**src/cbfs_pkg.sv**
```systemverilog
package cbfs_pkg;

  // Clock period of clk_in in nanoseconds (25 MHz).
  localparam int CLK_PERIOD_NS = 40;

  // Sampling window for a single-ended receiver after a differential edge.
  // This is a longest time, so it rounds down.
  localparam int OW_WINDOW_NS = 1000;
  localparam int OW_WINDOW_CYC = (OW_WINDOW_NS / CLK_PERIOD_NS) < 1 ? 1 :
                                 (OW_WINDOW_NS / CLK_PERIOD_NS);

  // Open-wire counter threshold and its width.
  localparam int OW_LIMIT = 4;
  localparam int OW_CNT_W = 3;

  // Transmit stuck-dominant timeout, least value 0.75 ms, rounded up.
  localparam int TXTO_US = 750;
  localparam int TXTO_CYC = (TXTO_US * 1000 + CLK_PERIOD_NS - 1) / CLK_PERIOD_NS;

  // Recessive time needed to release the stuck-dominant cut, rounded up.
  localparam int TXREC_NS = 32000;
  localparam int TXREC_CYC = (TXREC_NS + CLK_PERIOD_NS - 1) / CLK_PERIOD_NS;

  // Wake-up filter time, typical value, rounded up.
  localparam int WAKE_NS = 16000;
  localparam int WAKE_CYC = (WAKE_NS + CLK_PERIOD_NS - 1) / CLK_PERIOD_NS;

  // Values after reset.
  localparam logic RX_RESET = 1'b1;
  localparam logic TERM_RESET = 1'b1;

  // Chip operating mode as seen by the transceiver.
  typedef enum logic [1:0] {
    CBFS_SBC_NORMAL  = 2'h0,
    CBFS_SBC_STANDBY = 2'h1,
    CBFS_SBC_STOP    = 2'h2,
    CBFS_SBC_SLEEP   = 2'h3
  } cbfs_sbc_mode_t;

  // Transceiver mode; code 3 is unused and treated as battery terminated.
  typedef enum logic [1:0] {
    CBFS_CAN_TXRX    = 2'h0,
    CBFS_CAN_RXONLY  = 2'h1,
    CBFS_CAN_TERMBAT = 2'h2
  } cbfs_can_mode_t;

  // Digitised comparator outputs, each high while its line reads dominant.
  typedef struct packed {
    logic diff_dom;
    logic high_dom;
    logic low_dom;
    logic wake_dom;
  } cbfs_bus_t;

  // Filtered short detectors of the analog front end.
  typedef struct packed {
    logic high_to_5v;
    logic high_to_bat;
    logic low_to_gnd;
    logic low_to_high;
    logic low_to_bat;
    logic low_to_5v;
  } cbfs_fault_t;

endpackage

```
**src/cbfs_open_wire.sv**
```systemverilog
`timescale 1ns/100ps
module cbfs_open_wire #(
  parameter bit SECOND_VARIANT = 1'b1
) (
  input wire logic clk_in,
  input wire logic arst_n_in,
  input wire logic en_in,
  input wire logic diff_dom_in,
  input wire logic se_dom_in,
  output logic open_flag_out
);

  typedef enum logic [1:0] {
    OW_IDLE = 2'b01,
    OW_WIN  = 2'b10
  } cbfs_ow_state_t;

  cbfs_ow_state_t state_q, state_d;
  logic diff_q, diff_d;
  logic seen_q, seen_d;
  logic [4:0] win_q, win_d;
  logic [cbfs_pkg::OW_CNT_W-1:0] cnt_q, cnt_d;
  logic flag_q, flag_d;

  // A window opens on a differential move to dominant while receiving and no window is open, and closes after
  // the window time; the single-ended receiver must show dominant inside it.
  always_comb begin
    state_d = state_q;
    diff_d = diff_dom_in;
    seen_d = seen_q;
    win_d = win_q;
    cnt_d = cnt_q;
    flag_d = flag_q;
    unique case (state_q)
      OW_IDLE: begin
        if (en_in && diff_dom_in && !diff_q) begin
          state_d = OW_WIN;
          win_d = 5'h00;
          seen_d = se_dom_in;
        end
      end
      OW_WIN: begin
        seen_d = seen_q | se_dom_in;
        win_d = win_q + 5'h01;
        if (win_q == 5'((cbfs_pkg::OW_WINDOW_CYC - 1))) begin
          state_d = OW_IDLE;
          // Sending aborts the sample, so only received traffic counts.
          if (en_in) begin
            if (!flag_q) begin
              if (!seen_d) begin
                cnt_d = cnt_q + 3'h1;
                flag_d = (cnt_q + 3'h1) == 3'(cbfs_pkg::OW_LIMIT);
              end
            end else if (seen_d) begin
              cnt_d = cnt_q - 3'h1;
              flag_d = (cnt_q != 3'h1);
            end else if (SECOND_VARIANT && cnt_q != 3'(cbfs_pkg::OW_LIMIT)) begin
              cnt_d = cnt_q + 3'h1;
            end
          end
        end
      end
    endcase
  end

  // State registers.
  always_ff @(posedge clk_in or negedge arst_n_in) begin
    if (!arst_n_in) begin
      state_q <= OW_IDLE;
      diff_q <= 1'b0;
      seen_q <= 1'b0;
      win_q <= 5'h00;
      cnt_q <= 3'h0;
      flag_q <= 1'b0;
    end else begin
      state_q <= state_d;
      diff_q <= diff_d;
      seen_q <= seen_d;
      win_q <= win_d;
      cnt_q <= cnt_d;
      flag_q <= flag_d;
    end
  end

  assign open_flag_out = flag_q;
endmodule

```
**src/cbfs_tx_timeout.sv**
```systemverilog
`timescale 1ns/100ps
module cbfs_tx_timeout #(
  parameter int TIMEOUT_CYC = cbfs_pkg::TXTO_CYC
) (
  input wire logic clk_in,
  input wire logic arst_n_in,
  input wire logic tx_dom_in,
  output logic stuck_out
);

  // The shared counter must hold the longer of the two spans, or the
  // recessive release would wrap early under a short simulation timeout.
  localparam int CW = $clog2((TIMEOUT_CYC > cbfs_pkg::TXREC_CYC ? TIMEOUT_CYC :
                              cbfs_pkg::TXREC_CYC) + 1);

  logic [CW-1:0] cnt_q, cnt_d;
  logic stuck_q, stuck_d;

  // One counter serves both directions: dominant time before the cut,
  // recessive time after it, which saves a second wide counter.
  always_comb begin
    cnt_d = cnt_q;
    stuck_d = stuck_q;
    if (!stuck_q) begin
      if (!tx_dom_in) begin
        cnt_d = '0;
      end else if (cnt_q == CW'(TIMEOUT_CYC - 1)) begin
        stuck_d = 1'b1;
        cnt_d = '0;
      end else begin
        cnt_d = cnt_q + CW'(1);
      end
    end else begin
      if (tx_dom_in) begin
        cnt_d = '0;
      end else if (cnt_q == CW'(cbfs_pkg::TXREC_CYC - 1)) begin
        stuck_d = 1'b0;
        cnt_d = '0;
      end else begin
        cnt_d = cnt_q + CW'(1);
      end
    end
  end

  // State registers.
  always_ff @(posedge clk_in or negedge arst_n_in) begin
    if (!arst_n_in) begin
      cnt_q <= '0;
      stuck_q <= 1'b0;
    end else begin
      cnt_q <= cnt_d;
      stuck_q <= stuck_d;
    end
  end

  assign stuck_out = stuck_q;
endmodule

```
**src/cbfs_supervisor.sv**
```systemverilog
`timescale 1ns/100ps
// Overview of operation
// - Supervise both lines in transmit-receive or receive-only.
// - Undo every fault action automatically on recovery.
// - No fault: both drivers, terminations, differential receive.
// - Open wire is diagnostic only.
// - High shorts: cut high driver, termination; low receiver.
// - Low shorts: cut low driver, termination; high receiver.
// - Low to 5 V: keep low side, differential receive.
// - Sample single-ended receivers in window after edges.
// - Count mismatches; flag open wire at four.
// - Update open-wire detection only while receiving.
// - First variant: after flag, only decrement to recover.
// - Second variant: up/down, saturate at four.
// - Cut drivers when transmit stays dominant too long.
// - Expose stuck-dominant flag as register bit one.
// - Release after transmit recessive about 32 us.
// - Second variant: receive pin mirrors bus while battery terminated in normal or standby, not in sleep or stop.
// - Battery-terminated report uses the wake comparators.
// - Normal/standby wake: first variant silent, no flag.
// - Wake in sleep requests normal mode, sets flag.
// - Wake in stop pulses interrupt, sets flag.
// - Transmit input low means dominant.
// - Sleep or stop forces battery-terminated state.
module cbfs_supervisor #(
  parameter bit SECOND_VARIANT = 1'b1,
  parameter int TIMEOUT_CYC = cbfs_pkg::TXTO_CYC
) (
  input wire logic clk_in,
  input wire logic arst_n_in,
  input wire logic tx_n_in,
  input wire cbfs_pkg::cbfs_sbc_mode_t sbc_mode_in,
  input wire cbfs_pkg::cbfs_can_mode_t can_mode_in,
  input wire cbfs_pkg::cbfs_bus_t bus_in,
  input wire cbfs_pkg::cbfs_fault_t fault_in,
  input wire logic bus_wake_flag_clr_in,
  output logic rx_n_out,
  output logic drive_high_out,
  output logic drive_low_out,
  output logic high_line_termination_out,
  output logic low_line_termination_out,
  output logic low_receiver_sel_out,
  output logic high_receiver_sel_out,
  output logic battery_terminated_state_out,
  output logic open_high_flag_out,
  output logic open_low_flag_out,
  output logic [3:0] reset_control_register_out,
  output logic bus_wake_flag_out,
  output logic int_pulse_out,
  output logic normal_request_out
);

  logic tx_dom;
  logic sleepish;
  logic termbat;
  logic supervise;
  logic high_fault;
  logic low_fault;
  logic stuck;
  logic [1:0] open_flags;
  logic [1:0] se_dom;
  logic low_power;

  // The transmit pin is active low: low asks for a dominant bus.
  assign tx_dom = !tx_n_in;
  assign low_power = (sbc_mode_in == cbfs_pkg::CBFS_SBC_STOP) ||
                     (sbc_mode_in == cbfs_pkg::CBFS_SBC_SLEEP);
  assign sleepish = low_power;
  // Sleep and stop force battery termination whatever mode was selected.
  assign termbat = sleepish || (can_mode_in != cbfs_pkg::CBFS_CAN_TXRX &&
                                can_mode_in != cbfs_pkg::CBFS_CAN_RXONLY);
  assign supervise = !termbat;

  // Fault classes follow the short detectors level by level, so removing a
  // short undoes its actions on the next edge with no latch to clear.
  assign high_fault = supervise && (fault_in.high_to_5v || fault_in.high_to_bat);
  assign low_fault = supervise && (fault_in.low_to_gnd || fault_in.low_to_high ||
                                   fault_in.low_to_bat);

  // The stuck-dominant timer watches the pin itself in every mode.
  cbfs_tx_timeout #(
    .TIMEOUT_CYC(TIMEOUT_CYC)
  ) u_tx_timeout (
    .clk_in(clk_in),
    .arst_n_in(arst_n_in),
    .tx_dom_in(tx_dom),
    .stuck_out(stuck)
  );

  // One open-wire detector per line; index 0 watches the high line.
  assign se_dom = {bus_in.low_dom, bus_in.high_dom};
  generate
    for (genvar i = 0; i < 2; i++) begin : g_ow
      cbfs_open_wire #(
        .SECOND_VARIANT(SECOND_VARIANT)
      ) u_ow (
        .clk_in(clk_in),
        .arst_n_in(arst_n_in),
        .en_in(supervise && !tx_dom),
        .diff_dom_in(bus_in.diff_dom),
        .se_dom_in(se_dom[i]),
        .open_flag_out(open_flags[i])
      );
    end
  endgenerate

  // Driver, termination and receiver selection.
  logic drv_h_q, drv_h_d;
  logic drv_l_q, drv_l_d;
  logic term_h_q, term_h_d;
  logic term_l_q, term_l_d;
  logic sel_l_q, sel_l_d;
  logic sel_h_q, sel_h_d;
  logic rx_n_q, rx_n_d;
  logic termbat_q;
  logic [1:0] open_q;
  logic stuck_q;

  // Wake filter state.
  logic [8:0] wake_cnt_q, wake_cnt_d;
  logic wake_fired_q, wake_fired_d;
  logic wake_evt;
  logic wake_report;
  logic wake_flag_q, wake_flag_d;
  logic int_q, int_d;
  logic nreq_q, nreq_d;

  // The open-wire flags feed nothing in this path: an open line keeps the
  // default set-up and is only reported.
  always_comb begin
    drv_h_d = 1'b0;
    drv_l_d = 1'b0;
    term_h_d = !high_fault;
    term_l_d = !low_fault;
    sel_l_d = high_fault;
    sel_h_d = !high_fault && low_fault;
    rx_n_d = 1'b1;
    if (supervise && can_mode_in == cbfs_pkg::CBFS_CAN_TXRX && !stuck) begin
      drv_h_d = tx_dom && !high_fault;
      drv_l_d = tx_dom && !low_fault;
    end
    if (supervise) begin
      if (high_fault) begin
        rx_n_d = !bus_in.low_dom;
      end else if (low_fault) begin
        rx_n_d = !bus_in.high_dom;
      end else begin
        rx_n_d = !bus_in.diff_dom;
      end
    end else if (SECOND_VARIANT && !low_power) begin
      rx_n_d = !wake_report;
    end
  end

  // Wake filter on the wake comparators; one event per dominant period.
  // Using the wake comparators keeps the report alive through bus faults.
  assign wake_evt = termbat && bus_in.wake_dom && !wake_fired_q &&
                    wake_cnt_q == 9'(cbfs_pkg::WAKE_CYC - 1);
  assign wake_report = termbat && bus_in.wake_dom && wake_fired_q;

  always_comb begin
    wake_cnt_d = wake_cnt_q;
    wake_fired_d = wake_fired_q;
    if (!termbat || !bus_in.wake_dom) begin
      wake_cnt_d = 9'h000;
      wake_fired_d = 1'b0;
    end else if (wake_evt) begin
      wake_fired_d = 1'b1;
    end else if (!wake_fired_q) begin
      wake_cnt_d = wake_cnt_q + 9'h001;
    end
  end

  // Wake consequences per chip mode; a set in the same cycle as a clear wins.
  always_comb begin
    wake_flag_d = wake_flag_q && !bus_wake_flag_clr_in;
    int_d = 1'b0;
    nreq_d = 1'b0;
    if (wake_evt && sbc_mode_in == cbfs_pkg::CBFS_SBC_SLEEP) begin
      nreq_d = 1'b1;
      wake_flag_d = 1'b1;
    end
    if (wake_evt && sbc_mode_in == cbfs_pkg::CBFS_SBC_STOP) begin
      int_d = 1'b1;
      wake_flag_d = 1'b1;
    end
  end

  // All outputs leave from these flip-flops.
  always_ff @(posedge clk_in or negedge arst_n_in) begin
    if (!arst_n_in) begin
      drv_h_q <= 1'b0;
      drv_l_q <= 1'b0;
      term_h_q <= cbfs_pkg::TERM_RESET;
      term_l_q <= cbfs_pkg::TERM_RESET;
      sel_l_q <= 1'b0;
      sel_h_q <= 1'b0;
      rx_n_q <= cbfs_pkg::RX_RESET;
      termbat_q <= 1'b0;
      open_q <= 2'h0;
      stuck_q <= 1'b0;
      wake_cnt_q <= 9'h000;
      wake_fired_q <= 1'b0;
      wake_flag_q <= 1'b0;
      int_q <= 1'b0;
      nreq_q <= 1'b0;
    end else begin
      drv_h_q <= drv_h_d;
      drv_l_q <= drv_l_d;
      term_h_q <= term_h_d;
      term_l_q <= term_l_d;
      sel_l_q <= sel_l_d;
      sel_h_q <= sel_h_d;
      rx_n_q <= rx_n_d;
      termbat_q <= termbat;
      open_q <= open_flags;
      stuck_q <= stuck;
      wake_cnt_q <= wake_cnt_d;
      wake_fired_q <= wake_fired_d;
      wake_flag_q <= wake_flag_d;
      int_q <= int_d;
      nreq_q <= nreq_d;
    end
  end

  assign rx_n_out = rx_n_q;
  assign drive_high_out = drv_h_q;
  assign drive_low_out = drv_l_q;
  assign high_line_termination_out = term_h_q;
  assign low_line_termination_out = term_l_q;
  assign low_receiver_sel_out = sel_l_q;
  assign high_receiver_sel_out = sel_h_q;
  assign battery_terminated_state_out = termbat_q;
  assign open_high_flag_out = open_q[0];
  assign open_low_flag_out = open_q[1];
  // Read view of the reset control register: stuck flag in bit 1, wake in bit 0.
  assign reset_control_register_out = {2'h0, stuck_q, wake_flag_q};
  assign bus_wake_flag_out = wake_flag_q;
  assign int_pulse_out = int_q;
  assign normal_request_out = nreq_q;
endmodule

```
**config.mk**
```make
export PLATFORM = sky130hd
export DESIGN_NAME = cbfs_supervisor
export DESIGN_NICKNAME = d
export VERILOG_FILES = /design/src/cbfs_pkg.sv /design/src/cbfs_open_wire.sv /design/src/cbfs_tx_timeout.sv /design/src/cbfs_supervisor.sv
export SDC_FILE = /design/constraint.sdc
export NUM_CORES = 1
export LEC_CHECK = 0
export BUFFER_PORTS_ARGS = -buffer_cell sky130_fd_sc_hd__buf_2
export CORE_MARGIN = 1
export CORE_UTILIZATION = 60
export CTS_BUF_LIST = sky130_fd_sc_hd__clkbuf_4 sky130_fd_sc_hd__clkbuf_8
export DETAILED_ROUTE_END_ITERATION = 16
export PLACE_DENSITY = 0.81
export SLEW_MARGIN = 5
export SYNTH_ARGS = -nofsm -noshare
export SYNTH_HDL_FRONTEND = slang
export SYNTH_SLANG_ARGS = --single-unit
export TNS_END_PERCENT = 100
```
**constraint.sdc**
```tcl
create_clock -name clk_in -period 1.9 [get_ports clk_in]
set_input_delay 0.285 -clock clk_in [delete_from_list [all_inputs] [get_ports clk_in]]
set_output_delay 0.285 -clock clk_in [all_outputs]
set_load 0.01 [all_outputs]
```
==> impl_metrics.tcl <==
set metrics [dict create \
    outcome "finished, final reports clean" \
    synth_most_common_cell "dfrtp_1" \
    p_sw_frac 0.278 \
    final_cells 430 \
    seq_area_um2 1630 \
    synth_top_area_share 0.458 \
    dieWidth_um 75.9 \
    core.rowCount 26 \
    yosys-top-cells-count "dfrtp_1 (60), o21ai_0 (23), nor2_1 (22)" \
    crit_start "wake_cnt_q[0]" \
    wl_per_cell_um 14.8 \
    tns_ns 0 \
    p_per_area_nw_per_um2 896 \
    timing.fmax_mhz 601 \
    path_max_fanout 5 \
    netlist_instances 308 \
    slowest_delay_ns 0.43 \
    fin_crit_ns 1.66 \
    min_period_over_period 0.875 \
    die_area_um2 5760 \
    p_total_w 0.00338 \
    clkSinkCount 65 \
    synth-edff-count 0 \
    drc 0 \
    antenna_found_initial 0 \
    wirelength_um 6370 \
    synth-async-reset-ratio 1.00 \
    slew_viol_final 0 \
    insertion_delay_ns 0.34 \
    diodes 0 \
    cts_inserted_buffers 9 \
    clkTransAtPathRegs_ns 0.07 \
    root_buffer "clkbuf_8" \
    multi_input_area_um2 1510 \
    vias 2411 \
    r2r_start "wake_cnt_q[0]" \
    reg2reg_to "wake_cnt_q[2]" \
    seqPwrFrac 0.500 \
    ir_drop_uv 533 \
    drtAntennaViolNets 0 \
    slew_headroom 0.634 \
    cts_max_level 3 \
    ys_types 50 \
    critPathTopFamily "compound AO/OA/AOI/OAI gates" \
    timing.final.ws_setup_ns 0.237 \
    netlist_area_um2 3280 \
    core_area_um2 5170 \
    holdCritStartpoint "bus_in[3]" \
    crit_arrival_ns 1.92 \
    yosys.area_share.simple 0.181 \
    syn_area_per_cell_um2 10.6 \
    drt_iter0_markers 169 \
    path_cells "ha_1, and4b_1, a31oi_1, buf_4, a21bo_2, a21oi_1" \
    crit_path_end "wake_cnt_q[2]" \
    leakage_nw 1.77 \
    port_buffers 31 \
    routabilityCongestion 0.828 \
    synth_compound_area_frac 0.119 \
    grt_max_degree 48 \
    synth_seq_cells 65 \
    pwr-share-clk 0.356 \
    rrSetupSlack_ns 0.24 \
    synth_top_area_cell "dfrtp_1" \
    report.final.hold_viol_count 0 \
    postCtsResizedCells 0 \
    intPower_w 0.00244 \
    yosys-top-cells-area "dfrtp_1 (46%), ha_1 (6.5%), xor2_1 (4.5%)" \
    via_per_inst 5.61 \
    fin_skew_ns 0.00725 \
    min_path_cells 1 \
    cts_hold_buf 1 \
    yosysSeqAreaShare 0.498 \
    worstPathRequired_ns 2.16 \
    worst-path-stages 6 \
    dp_slack_ns 0.266 \
    synth_flop_cell "dfrtp_1" \
    grt_usage 0.244 \
    first_pass_iters 4 \
    fillCellCount 383 \
    synthAdderAreaFrac 0.0649 \
    post-cts-setup-buffers 0 \
    dp.cells 413 \
    drive_above_1_share 0.203 \
    initial_utilization 0.634 \
    slowest_stage "dfrtp_1" \
    num_io_pins 35 \
    setup_viol_count_final 0 \
    yosysWarnings 0 \
    r2r_cells 6 \
    synth_top_family_by_area "simple AND/OR/NAND/NOR gates" \
    p_sw_w 0.000940 \
    nets 390 \
    critical_path_buf_inv_count 1 \
    muxShareOfSynthArea 0.0218 \
    hpwl_um 4460 \
    rsz0062_at_grt "no" \
    hold_path_class "in2reg" \
    clock_path_buffers 2 \
    crit_path_end_kind "flop" \
    setup.worst_path.start_class "flop" \
    synth_xor_area_frac 0.0721 \
    tightest_slew_ns 0.549 \
    areaGrowthSynthToFinish_pct 14.9 \
    tritoncts "built" \
    grt_overflow_total 0 \
    die_h_um 75.9 \
    combPwrFrac 0.144 \
    maxCapViolations 0 \
    grt_pass1_vias 2370 \
    critPathKind "reg2reg" \
    grt_pass1_wl_um 10900 \
]
[flip-flops by register name, indices dropped and copies added, names as in the netlist, 2 cells and up]
register                 cells
g_ow.u_ow.state_q            4
g_ow.u_ow.cnt_q              6
g_ow.u_ow.open_flag_out      2
g_ow.u_ow.seen_q             2
g_ow.u_ow.win_q             10
open_q                       2
u_tx_timeout.cnt_q          15
wake_cnt_q                   9
[kinds of logic after synthesis]
| logic type | after synthesis |
|---|---|
| flops | 65 |
| other cells | 1 |
| simple gates | 104 |
| buf+inv | 27 |
| xor+xnor | 27 |
| fa+ha+maj | 17 |
| compound gates | 60 |
| mux | 7 |
[worst min-delay path by stage]
stage / to / slack [ns]
after CTS: g_ow[1].u_ow.diff_q / 0.06
after global placement: g_ow[1].u_ow.cnt_q[0] / 0.25
after detailed placement: g_ow[1].u_ow.cnt_q[0] / 0.26
after global routing: g_ow[1].u_ow.diff_q / 0.07
after floorplan: battery_terminated_state_out / -0.01
final: g_ow[1].u_ow.diff_q / 0.07
[per-stage QoR]
stage / util / hold WS (ns) / area, µm²
floorplan: - / -0.0106 / 3280
global placement: 0.687 / 0.247 / 3550
detailed placement: 0.687 / 0.256 / 3550
CTS: 0.728 / 0.0643 / 3770
global route: 0.728 / 0.0742 / 3770
finish: 0.728 / 0.0731 / 3770
[metal layers]
layer	share of wire	vias up	global-route usage
li1	-	1168	-
met1	0.45	1163	0.321
met2	0.49	65	0.394
met3	0.040	15	0.0386
met4	0.022	0	0.123
met5	0	-	0
[worst reg2reg max path, cell delays in order (launching register included)]
cell and delay, ns:
dfrtp_1 0.43, ha_1 0.24, and4b_1 0.26, a31oi_1 0.10
buf_4 0.18, a21bo_2 0.22, a21oi_1 0.16
[placed cells by master, fill, tap and decap left out, types with 11 or more instances in the layout]
master     n
a21oi_1   19
buf_2     31
clkbuf_8  11
dfrtp_1   60
ha_1      17
inv_1     19
nand2_1   15
nand3_1   17
nor2_1    22
o21ai_0   23
xor2_1    17
[area by class of cell]
type,instances,area share
Inverter,19,0.0189
Timing Repair Buffer,43,0.0691
Sequential cell,65,0.433
Tap cell,70,0.0232
Clock inverter,5,0.0143
Multi-Input combinational cell,217,0.401
Clock buffer,11,0.0402
[power by group through the flow]
stage	sequential [W]	clock [W]	combinational [W]
2_1_floorplan	0.00168	0	0.000346
3_3_place_gp	0.00169	0	0.000459
3_5_place_dp	0.00171	0	0.000493
4_1_cts	0.00169	0.00122	0.000497
5_1_grt	0.00171	0.00127	0.000562
6_report	0.00169	0.00120	0.000486
No activity file was read; power rests on OpenSTA's default activity.
